## src/bclr_pkg.sv

```systemverilog
// Constants and carrier types shared by the bulk list pointer block.
// Assumes a single core clock domain and a word-wide register port.
package bclr_pkg;

  localparam int unsigned BCLR_DATA_W = 32;
  localparam int unsigned BCLR_ADDR_W = 8;
  localparam int unsigned BCLR_PTR_LSB = 4;
  localparam int unsigned BCLR_PTR_W = BCLR_DATA_W - BCLR_PTR_LSB;

  // Register offsets within the controller register space
  localparam logic [BCLR_ADDR_W-1:0] BCLR_OFS_BULK_HEAD = 8'h28;
  localparam logic [BCLR_ADDR_W-1:0] BCLR_OFS_BULK_CURRENT = 8'h2C;

  // Reset values and the low nibble that reserved bits read as
  localparam logic [BCLR_PTR_W-1:0] BCLR_PTR_RESET = 28'h000_0000;
  localparam logic [BCLR_PTR_LSB-1:0] BCLR_RSVD_VAL = 4'h0;
  localparam logic [BCLR_DATA_W-1:0] BCLR_RDATA_NONE = 32'h0000_0000;

  // Pointer value that marks the end of the bulk list
  localparam logic [BCLR_PTR_W-1:0] BCLR_PTR_END = 28'h000_0000;

  typedef struct packed {
    logic wr_en;
    logic rd_en;
    logic [BCLR_ADDR_W-1:0] addr;
    logic [BCLR_DATA_W-1:0] wdata;
  } bclr_reg_req_t;

  typedef struct packed {
    logic valid;
    logic [BCLR_DATA_W-1:0] next_addr;
  } bclr_advance_t;

  typedef enum logic [1:0] {
    BCLR_IDLE,
    BCLR_ACTIVE,
    BCLR_END_CHECK
  } bclr_state_t;

endpackage

```

## src/bclr_ptr_reg.sv

```systemverilog
// One 16-byte aligned descriptor pointer register with a single load port.
// Assumes the caller resolves load priority before driving load_i.
`timescale 1ns/10ps
`default_nettype none
module bclr_ptr_reg
  import bclr_pkg::*;
(
  input wire logic clk_i,
  input wire logic rst_i,
  input wire logic load_i,
  input wire logic [BCLR_PTR_W-1:0] load_val_i,
  output logic [BCLR_PTR_W-1:0] q_o
);

  logic [BCLR_PTR_W-1:0] ptr_r;

  always_ff @(posedge clk_i or posedge rst_i) begin
    if (rst_i) begin
      ptr_r <= BCLR_PTR_RESET;
    end else if (load_i) begin
      ptr_r <= load_val_i;
    end
  end

  assign q_o = ptr_r;

endmodule
`default_nettype wire

```

## src/bclr_top.sv

```systemverilog
// Bulk list head and current descriptor pointers with the list walker.
// Assumes the descriptor fetch engine, the shared area loader, the command
// status flag and the control enable all run on CORE_CLK_I.
`timescale 1ns/10ps
`default_nettype none

module bclr_top
  import bclr_pkg::*;
(
  input wire logic CORE_CLK_I,
  input wire logic RESET_I,
  input wire bclr_reg_req_t REG_REQ_I,
  output logic [BCLR_DATA_W-1:0] REG_RDATA_O,
  output logic REG_RVALID_O,
  input wire logic INIT_LOAD_I,
  input wire logic [BCLR_DATA_W-1:0] INIT_HEAD_ADDR_I,
  input wire logic BULK_LIST_ENABLE_I,
  input wire logic LIST_FILLED_I,
  output logic LIST_FILLED_CLR_O,
  input wire logic FRAME_BULK_START_I,
  input wire logic FRAME_BULK_STOP_I,
  input wire bclr_advance_t ADVANCE_I,
  output logic [BCLR_DATA_W-1:0] BULK_HEAD_ADDR_O,
  output logic [BCLR_DATA_W-1:0] BULK_CURRENT_ADDR_O,
  output logic BULK_SERVE_O,
  output logic BULK_LIST_END_O
);

  // Full byte address from a stored pointer, low nibble forced to zero
  function automatic logic [BCLR_DATA_W-1:0] ptr_to_addr(input logic [BCLR_PTR_W-1:0] p);
    ptr_to_addr = {p, BCLR_RSVD_VAL};
  endfunction

  // Pointer field of a full address; the low nibble is dropped on purpose
  function automatic logic [BCLR_PTR_W-1:0] addr_to_ptr(input logic [BCLR_DATA_W-1:0] a);
    addr_to_ptr = a[BCLR_DATA_W-1:BCLR_PTR_LSB];
  endfunction

  logic [BCLR_PTR_W-1:0] head_q;
  logic [BCLR_PTR_W-1:0] cur_q;
  logic head_load;
  logic [BCLR_PTR_W-1:0] head_nxt;
  logic cur_load;
  logic [BCLR_PTR_W-1:0] cur_nxt;
  logic sw_head_wr;
  logic sw_cur_wr;
  logic sw_head_rd;
  logic sw_cur_rd;
  logic walk_advance;
  logic walk_refill;
  logic [BCLR_PTR_W-1:0] adv_ptr;

  bclr_state_t state_r;
  bclr_state_t state_nxt;
  logic clr_pulse_r;
  logic clr_pulse_nxt;
  logic [BCLR_DATA_W-1:0] rdata_r;
  logic rvalid_r;
  logic [BCLR_DATA_W-1:0] head_addr_r;
  logic [BCLR_DATA_W-1:0] cur_addr_r;

  // Register port decode
  always_comb begin
    sw_head_wr = 1'b0;
    sw_cur_wr = 1'b0;
    sw_head_rd = 1'b0;
    sw_cur_rd = 1'b0;
    if (REG_REQ_I.addr == BCLR_OFS_BULK_HEAD) begin
      sw_head_wr = REG_REQ_I.wr_en;
      sw_head_rd = REG_REQ_I.rd_en;
    end else if (REG_REQ_I.addr == BCLR_OFS_BULK_CURRENT) begin
      // A write while the list runs would race the walker, so it is dropped
      sw_cur_wr = REG_REQ_I.wr_en && !BULK_LIST_ENABLE_I;
      sw_cur_rd = REG_REQ_I.rd_en;
    end
  end

  assign adv_ptr = addr_to_ptr(ADVANCE_I.next_addr);

  // Walker: resume, advance along the links, check the flag at the end
  always_comb begin
    state_nxt = state_r;
    clr_pulse_nxt = 1'b0;
    walk_advance = 1'b0;
    walk_refill = 1'b0;
    case (state_r)
      BCLR_IDLE: begin
        if (FRAME_BULK_START_I && BULK_LIST_ENABLE_I) begin
          if (cur_q != BCLR_PTR_END) begin
            state_nxt = BCLR_ACTIVE;
          end else begin
            state_nxt = BCLR_END_CHECK;
          end
        end
      end
      BCLR_ACTIVE: begin
        if (FRAME_BULK_STOP_I || !BULK_LIST_ENABLE_I) begin
          state_nxt = BCLR_IDLE;
        end else if (ADVANCE_I.valid) begin
          walk_advance = 1'b1;
          if (adv_ptr == BCLR_PTR_END) begin
            state_nxt = BCLR_END_CHECK;
          end
        end
      end
      BCLR_END_CHECK: begin
        if (FRAME_BULK_STOP_I || !BULK_LIST_ENABLE_I) begin
          state_nxt = BCLR_IDLE;
        end else if (LIST_FILLED_I) begin
          walk_refill = 1'b1;
          clr_pulse_nxt = 1'b1;
          if (head_q != BCLR_PTR_END) begin
            state_nxt = BCLR_ACTIVE;
          end else begin
            state_nxt = BCLR_IDLE;
          end
        end else begin
          state_nxt = BCLR_IDLE;
        end
      end
      default: begin
        state_nxt = BCLR_IDLE;
      end
    endcase
  end

  // Head pointer sources; initialization wins over a software write
  always_comb begin
    head_load = 1'b0;
    head_nxt = head_q;
    if (INIT_LOAD_I) begin
      head_load = 1'b1;
      head_nxt = addr_to_ptr(INIT_HEAD_ADDR_I);
    end else if (sw_head_wr) begin
      head_load = 1'b1;
      head_nxt = addr_to_ptr(REG_REQ_I.wdata);
    end
  end

  // Current pointer sources; the walker owns it while the list is enabled
  always_comb begin
    cur_load = 1'b0;
    cur_nxt = cur_q;
    if (walk_refill) begin
      cur_load = 1'b1;
      cur_nxt = head_q;
    end else if (walk_advance) begin
      cur_load = 1'b1;
      cur_nxt = adv_ptr;
    end else if (sw_cur_wr) begin
      cur_load = 1'b1;
      cur_nxt = addr_to_ptr(REG_REQ_I.wdata);
    end
  end

  bclr_ptr_reg u_head (
    .clk_i(CORE_CLK_I),
    .rst_i(RESET_I),
    .load_i(head_load),
    .load_val_i(head_nxt),
    .q_o(head_q)
  );

  // Reset value zero marks an empty list until software or the walker fills it
  bclr_ptr_reg u_current (
    .clk_i(CORE_CLK_I),
    .rst_i(RESET_I),
    .load_i(cur_load),
    .load_val_i(cur_nxt),
    .q_o(cur_q)
  );

  always_ff @(posedge CORE_CLK_I or posedge RESET_I) begin
    if (RESET_I) begin
      state_r <= BCLR_IDLE;
    end else begin
      state_r <= state_nxt;
    end
  end

  always_ff @(posedge CORE_CLK_I or posedge RESET_I) begin
    if (RESET_I) begin
      clr_pulse_r <= 1'b0;
    end else begin
      clr_pulse_r <= clr_pulse_nxt;
    end
  end

  // Reads return the live pointer, so a read while enabled sees the walk
  always_ff @(posedge CORE_CLK_I or posedge RESET_I) begin
    if (RESET_I) begin
      rdata_r <= BCLR_RDATA_NONE;
      rvalid_r <= 1'b0;
    end else begin
      rvalid_r <= REG_REQ_I.rd_en;
      if (sw_head_rd) begin
        rdata_r <= ptr_to_addr(head_q);
      end else if (sw_cur_rd) begin
        rdata_r <= ptr_to_addr(cur_q);
      end else if (REG_REQ_I.rd_en) begin
        rdata_r <= BCLR_RDATA_NONE;
      end
    end
  end

  // Address outputs are registered from the next pointer values, so they match the pointers with no lag
  always_ff @(posedge CORE_CLK_I or posedge RESET_I) begin
    if (RESET_I) begin
      head_addr_r <= BCLR_RDATA_NONE;
      cur_addr_r <= BCLR_RDATA_NONE;
    end else begin
      head_addr_r <= ptr_to_addr(head_nxt);
      cur_addr_r <= ptr_to_addr(cur_nxt);
    end
  end

  assign REG_RDATA_O = rdata_r;
  assign REG_RVALID_O = rvalid_r;
  assign LIST_FILLED_CLR_O = clr_pulse_r;
  assign BULK_HEAD_ADDR_O = head_addr_r;
  assign BULK_CURRENT_ADDR_O = cur_addr_r;
  assign BULK_SERVE_O = (state_r == BCLR_ACTIVE);
  assign BULK_LIST_END_O = (state_r == BCLR_END_CHECK);

endmodule
`default_nettype wire

```

## config.mk

```make
export PLATFORM = sky130hd
export DESIGN_NAME = bclr_top
export DESIGN_NICKNAME = d
export VERILOG_FILES = /design/src/bclr_pkg.sv /design/src/bclr_ptr_reg.sv /design/src/bclr_top.sv
export SDC_FILE = /design/constraint.sdc
export NUM_CORES = 1
export LEC_CHECK = 0
export ABC_AREA = 1
export BUFFER_PORTS_ARGS = -buffer_cell sky130_fd_sc_hd__buf_2
export CAP_MARGIN = 30
export CORE_MARGIN = 8
export CORE_UTILIZATION = 51
export CTS_CLUSTER_DIAMETER = 40
export CTS_CLUSTER_SIZE = 30
export DETAILED_ROUTE_END_ITERATION = 8
export PLACE_DENSITY_LB_ADDON = 0.2
export SLEW_MARGIN = 20
export SYNTH_ARGS = -nofsm -noshare
export SYNTH_HDL_FRONTEND = slang
export SYNTH_SLANG_ARGS = --single-unit
```

## constraint.sdc

```tcl
create_clock -name CORE_CLK_I -period 5.6 [get_ports CORE_CLK_I]
set_clock_uncertainty 0.05 [all_clocks]
set_input_delay 0.28 -clock CORE_CLK_I [delete_from_list [all_inputs] [get_ports CORE_CLK_I]]
set_output_delay 0.28 -clock CORE_CLK_I [all_outputs]
set_load 0.05 [all_outputs]
```

==> results.sh, run 1 <==
export IMPL_synth_edf_count=0
export IMPL_drt_wl_total_mm=20.7
export IMPL_drive_above_1_share_pct=25.0
export IMPL_startpoint_type="input pin"
export IMPL_relSlewSlack_pct=47.1
export IMPL_critPathKind="input pin to flop"
export IMPL_syn_avg_cell_area_um2=8.15
export IMPL_drt_pass1_iter_count=5
export IMPL_slew_viol_final=0
export IMPL_dieArea_um2=17000
export IMPL_seqCellArea_um2=3600
export IMPL_hold_class="input pin to flop"
export IMPL_cts_tree="done"
export IMPL_critPathTopFamily="buffers and inverters"
export IMPL_cts_sinks=144
export IMPL_vias=6363
export IMPL_end_kind="flop"
export IMPL_synth_common_cells="237 x nand2_1, 223 x nand3_1, 144 x dfrtp_1, 104 x nor2_1, 21 x inv_1"
export IMPL_grt_overflow=0
export IMPL_synth_top_area_share_pct=54.0
export IMPL_grt_max_degree=84
export IMPL_yosysWarnings=0
export IMPL_grt_pass1_vias=6042
export IMPL_netlist_area_um2=6670
export IMPL_ctsRootBufferMaster="clkbuf_16"
export IMPL_die_x_um=130
export IMPL_rsz0062_at_grt="no"
export IMPL_ioPinCount=214
export IMPL_crit_buf_inv=3
export IMPL_crit_chain="buf_2 -> inv_1 -> buf_16 -> nor2_4 -> nand2_1 -> o211ai_1"
export IMPL_n_fill_cell=1142
export IMPL_clockBufferDepth=2
export IMPL_cp_arrival_ns=2.35
export IMPL_ant_nets=0
export IMPL_async_reset_ff_share_pct=100
export IMPL_peakVddDrop_mv=0.297
export IMPL_slowest_delay_ns=0.62
export IMPL_drc=0
export IMPL_slowest_stage="nor2_4"
export IMPL_dpl_worst_slack_ns=3.10
export IMPL_synth_distinct_cells=22
export IMPL_ys_ff_latch=144
export IMPL_worst_slew_pin_slew_ns=0.794
export IMPL_drt_iter0_drc=447
export IMPL_dpl_hpwl_mm=13.6
export IMPL_rows=41
export IMPL_multiInputGateArea_um2=2690
export IMPL_max_freq_mhz=481
export IMPL_seq_area_frac_synth_pct=54.0
export IMPL_cts_buffers=17
export IMPL_status="complete, no violations"
export IMPL_max_cap_viol_count=0
export IMPL_cts_clk_slew_worst_paths_ns=0.06
export IMPL_post_synth_top_count_cell="nand2_1"
export IMPL_p_leak_nw=4.44
export IMPL_coreArea_um2=12700
export IMPL_finalSetupTns_ns=0
export IMPL_htreeDepth=4
export IMPL_area_growth_synth_to_final_pct=24.0
export IMPL_insertion_delay_ns=0.42
export IMPL_grtUsageTotal_pct=24.5
export IMPL_fp_dieH_um=130
export IMPL_synth_largest_area_cell="dfrtp_1"
export IMPL_portBuffers=189
export IMPL_path_max_fanout=28
export IMPL_period_share_pct=37.1
export IMPL_antenna_found_initial=2
export IMPL_setup_slack_ns=3.52
export IMPL_routedWlPerCell_um=17.6
export IMPL_fin_cells=1178
export IMPL_hold_viol=0
export IMPL_synth_area_leaders="dfrtp_1 54%, nand3_1 17%, nand2_1 13%"
export IMPL_synthCells=818
export IMPL_post_layout_total_power_mw=3.72
export IMPL_finalInstanceArea_um2=8270
export IMPL_final_nets=1106
export IMPL_grt_first_pass_wirelength_mm=31.5
export IMPL_crit_required_ns=5.88
export IMPL_place_area_um2=7620
export IMPL_start_util_pct=52.6
export IMPL_cellPowerDensity_nw_per_um2=450
export IMPL_setup_violations=0
export IMPL_ys_flop_type="dfrtp_1"
export IMPL_gp_congestion=0.825
export IMPL_period_needed_ns=2.08
export IMPL_viasPerCell=5.40
export IMPL_final_util_pct=65.2
export IMPL_cts_setup_buffers=0
export IMPL_place_inst=1143
export IMPL_holdWs_ns=0.0436
-- cells by family after synthesis --
logic type | after synthesis | synth area share (%)
simple gates | 586 | 38.6
flops | 144 | 54.0
buf+inv | 77 | 6.27
compound gates | 10 | 1.01
other cells | 1 | 0.0562
-- area by class of cell --
cell class	instances	area share [%]
repair buffers	198	12.7
clock buffers	21	5.81
flip-flops and latches	144	43.6
clock inverters	11	1.63
inverters	23	1.10
diodes	1	0.0303
well taps	172	2.60
multi-input cells	608	32.5
-- worst min-delay path: stages --
cell and delay (ns):
buf_2 0.07, nand2_1 0.05, nand3_1 0.07
-- repair_timing --
action                     CTS  global route
setup endpoints to repair    0             0
hold endpoints to repair    82             0
resized for setup            0             0
hold buffers                 1             0
-- report_power, final --
group | total [mW] | switching [mW] | internal (mW)
sequential | 1.43 | 0.144 | 1.29
clock | 1.17 | 0.428 | 0.743
combinational | 1.12 | 0.851 | 0.265
total | 3.72 | 1.42 | 2.29
-- sequential cells by signal, indices dropped and copies added (netlist names) --
register	cells
u_current.q_o	28
REG_RVALID_O	1
state_r	2
REG_RDATA_O	28
BULK_CURRENT_ADDR_O	28
u_head.q_o	28
LIST_FILLED_CLR_O	1
BULK_HEAD_ADDR_O	28
-- final timing paths --
kind / start / end / slack, ns / depth (start not counted)
min in group asynchronous: RESET_I / BULK_CURRENT_ADDR_O[18] / 0.51 / 3
worst min-delay path: INIT_HEAD_ADDR_I[27] / BULK_HEAD_ADDR_O[27] / 0.04 / 3
worst min register to register: REG_RDATA_O[22] / REG_RDATA_O[22] / 0.44 / 2
worst max-delay path: REG_REQ_I[40] / REG_RDATA_O[15] / 3.52 / 6
max in group asynchronous: RESET_I / REG_RDATA_O[6] / 3.71 / 4
worst max register to register: state_r[1] / BULK_CURRENT_ADDR_O[15] / 3.66 / 8
-- layout by cell type, fill, tap and decap left out, drive strengths merged, types with 5 or more instances in the layout --
| cell | count |
|---|---|
| conb | 12 |
| inv | 23 |
| clkinv | 6 |
| dfrtp | 144 |
| clkbuf | 21 |
| o211ai | 6 |
| buf | 197 |
| nand2 | 248 |
| nand4 | 5 |
| nor2 | 108 |
| nand3 | 223 |
-- per-layer routing --
layer	vias up	GRT usage [%]	share of wire (%)	wire length, um
met3	21	7.26	9.6	1980
met5	-	0	0.048	10
li1	3010	-	-	-
met4	2	6.08	0.81	168
met1	3017	32.5	42	8740
met2	313	38.8	47	9830
Note: power is estimated with default switching activity, not from simulation.
==> run 2: changes to the inputs <==
--- a/config.mk
+++ b/config.mk
@@ -9,7 +9,7 @@
 export BUFFER_PORTS_ARGS = -buffer_cell sky130_fd_sc_hd__buf_2
 export CAP_MARGIN = 30
 export CORE_MARGIN = 8
-export CORE_UTILIZATION = 51
+export CORE_UTILIZATION = 46
 export CTS_CLUSTER_DIAMETER = 40
 export CTS_CLUSTER_SIZE = 30
 export DETAILED_ROUTE_END_ITERATION = 8
==> constraint.sdc (replaced) <==
create_clock -name CORE_CLK_I -period 1.7 [get_ports CORE_CLK_I]
set_clock_uncertainty 0.05 [all_clocks]
set_input_delay 0.085 -clock CORE_CLK_I [delete_from_list [all_inputs] [get_ports CORE_CLK_I]]
set_output_delay 0.085 -clock CORE_CLK_I [all_outputs]
set_load 0.05 [all_outputs]
==> run 2 against run 1 <==
Effect of this change:
- setup slack lost 3.4 ns
- sequential power grew to 3.3 times the previous value
- via count increased by 8.4%
- sequential share of layout area is 5.6 points lower
- first-iteration DRC count increased by 17%
- wire length grew 11%
- total power rose to 3.4 times the previous value
- combinational power rose to 3.5 times the previous value
- largest power group unchanged
- highest routed layer is now met4
==> results.sh, run 2 (synthesis gave the netlist of run 1 again) <==
export IMPL_cts_clk_slew_worst_paths_ns=0.06
export IMPL_path_max_fanout=14
export IMPL_portBuffers=189
export IMPL_slew_viol_final=0
export IMPL_drt_iter0_drc=523
export IMPL_routedWlPerCell_um=17.5
export IMPL_seq_power_share_pct=38.1
export IMPL_fin_cells=1313
export IMPL_p_int_mw=7.71
export IMPL_drt_pass1_iter_count=5
export IMPL_period_share_pct=92.7
export IMPL_finalSetupTns_ns=0
export IMPL_startpoint_type="input pin"
export IMPL_clockBufferDepth=2
export IMPL_hold_viol=0
export IMPL_rsz0062_at_grt="no"
export IMPL_timing_rr_start="state_r[0]"
export IMPL_rr_worst_depth=8
export IMPL_antenna_found_initial=0
export IMPL_place_inst=1173
export IMPL_grtUsageMet3_pct=6.13
export IMPL_vias=6897
export IMPL_final_common_cell="nand2_1"
export IMPL_final_util_pct=66.0
export IMPL_grtUsageTotal_pct=25.1
export IMPL_ioPinCount=214
export IMPL_area_growth_synth_to_final_pct=42.3
export IMPL_pwr_share_clk_pct=30.3
export IMPL_p_leak_nw=4.98
export IMPL_dpl_worst_slack_ns=0.148
export IMPL_cts_setup_buffers=0
export IMPL_grt_pass1_vias=6877
export IMPL_cellPowerDensity_nw_per_um2=1310
export IMPL_hp_start="ADVANCE_I[24]"
export IMPL_busiest_layer="met2"
export IMPL_max_cap_viol_count=0
export IMPL_post_layout_total_power_mw=12.5
export IMPL_viasPerCell=5.25
export IMPL_ctsRootBufferMaster="clkbuf_16"
export IMPL_rows=44
export IMPL_setup_violations=0
export IMPL_reg2reg_slack_ns=0.18
export IMPL_htreeDepth=4
export IMPL_ant_nets=0
export IMPL_peakVddDrop_mv=0.715
export IMPL_swShare_pct=38.2
export IMPL_cts_buffers=17
export IMPL_drive_above_1_share_pct=23.4
export IMPL_period_needed_ns=1.58
export IMPL_cts_tree="done"
export IMPL_dieArea_um2=18600
export IMPL_hold_class="input pin to flop"
export IMPL_gp_congestion=0.836
export IMPL_end_kind="flop"
export IMPL_die_x_um=136
export IMPL_min_path_cells=5
export IMPL_mostFrequentLayoutCells="237 x nand2_1, 223 x nand3_1, 189 x buf_2"
export IMPL_coreArea_um2=14400
export IMPL_diodes=0
export IMPL_fp_dieH_um=136
export IMPL_start_util_pct=46.4
export IMPL_status="complete, no violations"
export IMPL_max_freq_mhz=635
export IMPL_drt_wl_total_mm=23.0
export IMPL_gr_usage_met2_pct=41.6
export IMPL_grt_overflow=0
export IMPL_drc=0
export IMPL_setup_slack_ns=0.124
export IMPL_hold_end="u_current.q_o[20]"
export IMPL_cp_arrival_ns=1.88
export IMPL_grt_max_degree=71
export IMPL_crit_required_ns=2.01
export IMPL_final_nets=1231
export IMPL_use_met1_pct=30.5
export IMPL_grt_first_pass_wirelength_mm=35.9
export IMPL_cts_sinks=144
export IMPL_dpl_hpwl_mm=15.0
export IMPL_r2r_end="u_current.q_o[0]"
export IMPL_p_comb_share_pct=31.7
export IMPL_p_sw_mw=4.76
export IMPL_insertion_delay_ns=0.42
export IMPL_critPathKind="input pin to flop"
==> run 2: changes by cell type in the layout (fill, tap and decap cells not counted) <==
cell and delta:
buf_12 +3, dlygate4sd3_1 +108, nor2_4 +1, clkinv_2 -3, bufinv_16 -1, diode_2 -1
buf_4 +15, clkbuf_1 +3, inv_6 -1, buf_16 -1, nor2_2 -1, clkinvlp_4 -1
clkbuf_8 +2
==> run 2: cell type report <==
| cell class | instances | area [um^2] |
|---|---|---|
| clock buffer | 26 | 519 |
| timing repair buffer | 323 | 2270 |
| fill | 1202 | 4880 |
| inverter | 23 | 90.1 |
| multi-input combinational | 608 | 2700 |
| clock inverter | 5 | 75.1 |
| tap | 184 | 230 |
| sequential | 144 | 3600 |
==> run 2: power by group through the flow <==
| stage | Clock (mW) | Sequential [mW] | Combinational [mW] |
|---|---|---|---|
| 2_1_floorplan | 0 | 6.11 | 1.33 |
| 5_1_grt | 3.95 | 4.83 | 4.28 |
| 4_1_cts | 3.80 | 4.73 | 3.95 |
| 3_3_place_gp | 0 | 4.77 | 3.66 |
| 3_5_place_dp | 0 | 4.77 | 3.71 |
| 6_report | 3.77 | 4.75 | 3.94 |
==> run 2: worst max-delay path by stage <==
stage | startpoint | end | slack [ns] | depth (start not counted)
3_5_place_dp | state_r[0] | BULK_CURRENT_ADDR_O[10] | 0.15 | 8
5_1_grt | state_r[0] | BULK_CURRENT_ADDR_O[28] | 0.02 | 8
6_report | REG_REQ_I[32] | u_head.q_o[16] | 0.12 | 10
2_1_floorplan | RESET_I | BULK_CURRENT_ADDR_O[10] | -0.24 | 1
4_1_cts | state_r[0] | BULK_CURRENT_ADDR_O[15] | 0.13 | 8
3_3_place_gp | state_r[0] | BULK_CURRENT_ADDR_O[16] | 0.18 | 8
==> run 2: through the flow <==
stage / hold slack (ns) / cell area, um^2
after floorplan: 0.0664 / 6720
after global placement: -0.00528 / 7800
after detailed placement: -0.00395 / 7800
after CTS: 0.0172 / 9490
after global routing: 0.0395 / 9490
final: 0.0318 / 9490
==> run 2: repair_timing <==
action,4_1_cts,5_1_grt
hold endpoints to repair,245,0
setup endpoints to repair,0,9
gates resized for setup,0,0
hold buffers,109,0
==> run 2: critical path, cell delays in order <==
cell and delay (ns):
buf_2 0.09, inv_1 0.07, nand2_1 0.07, nor3b_2 0.23, nand3_1 0.18, inv_2 0.09
buf_4 0.23, nand3_1 0.15, nand3_1 0.12, dlygate4sd3_1 0.55
==> run 2: metal layers <==
layer | part of all wire, % | vias to the layer above
met1 | 40 | 3230
met4 | 3.0 | 0
met2 | 48 | 360
met5 | 0 | -
met3 | 8.7 | 57
li1 | - | 3250
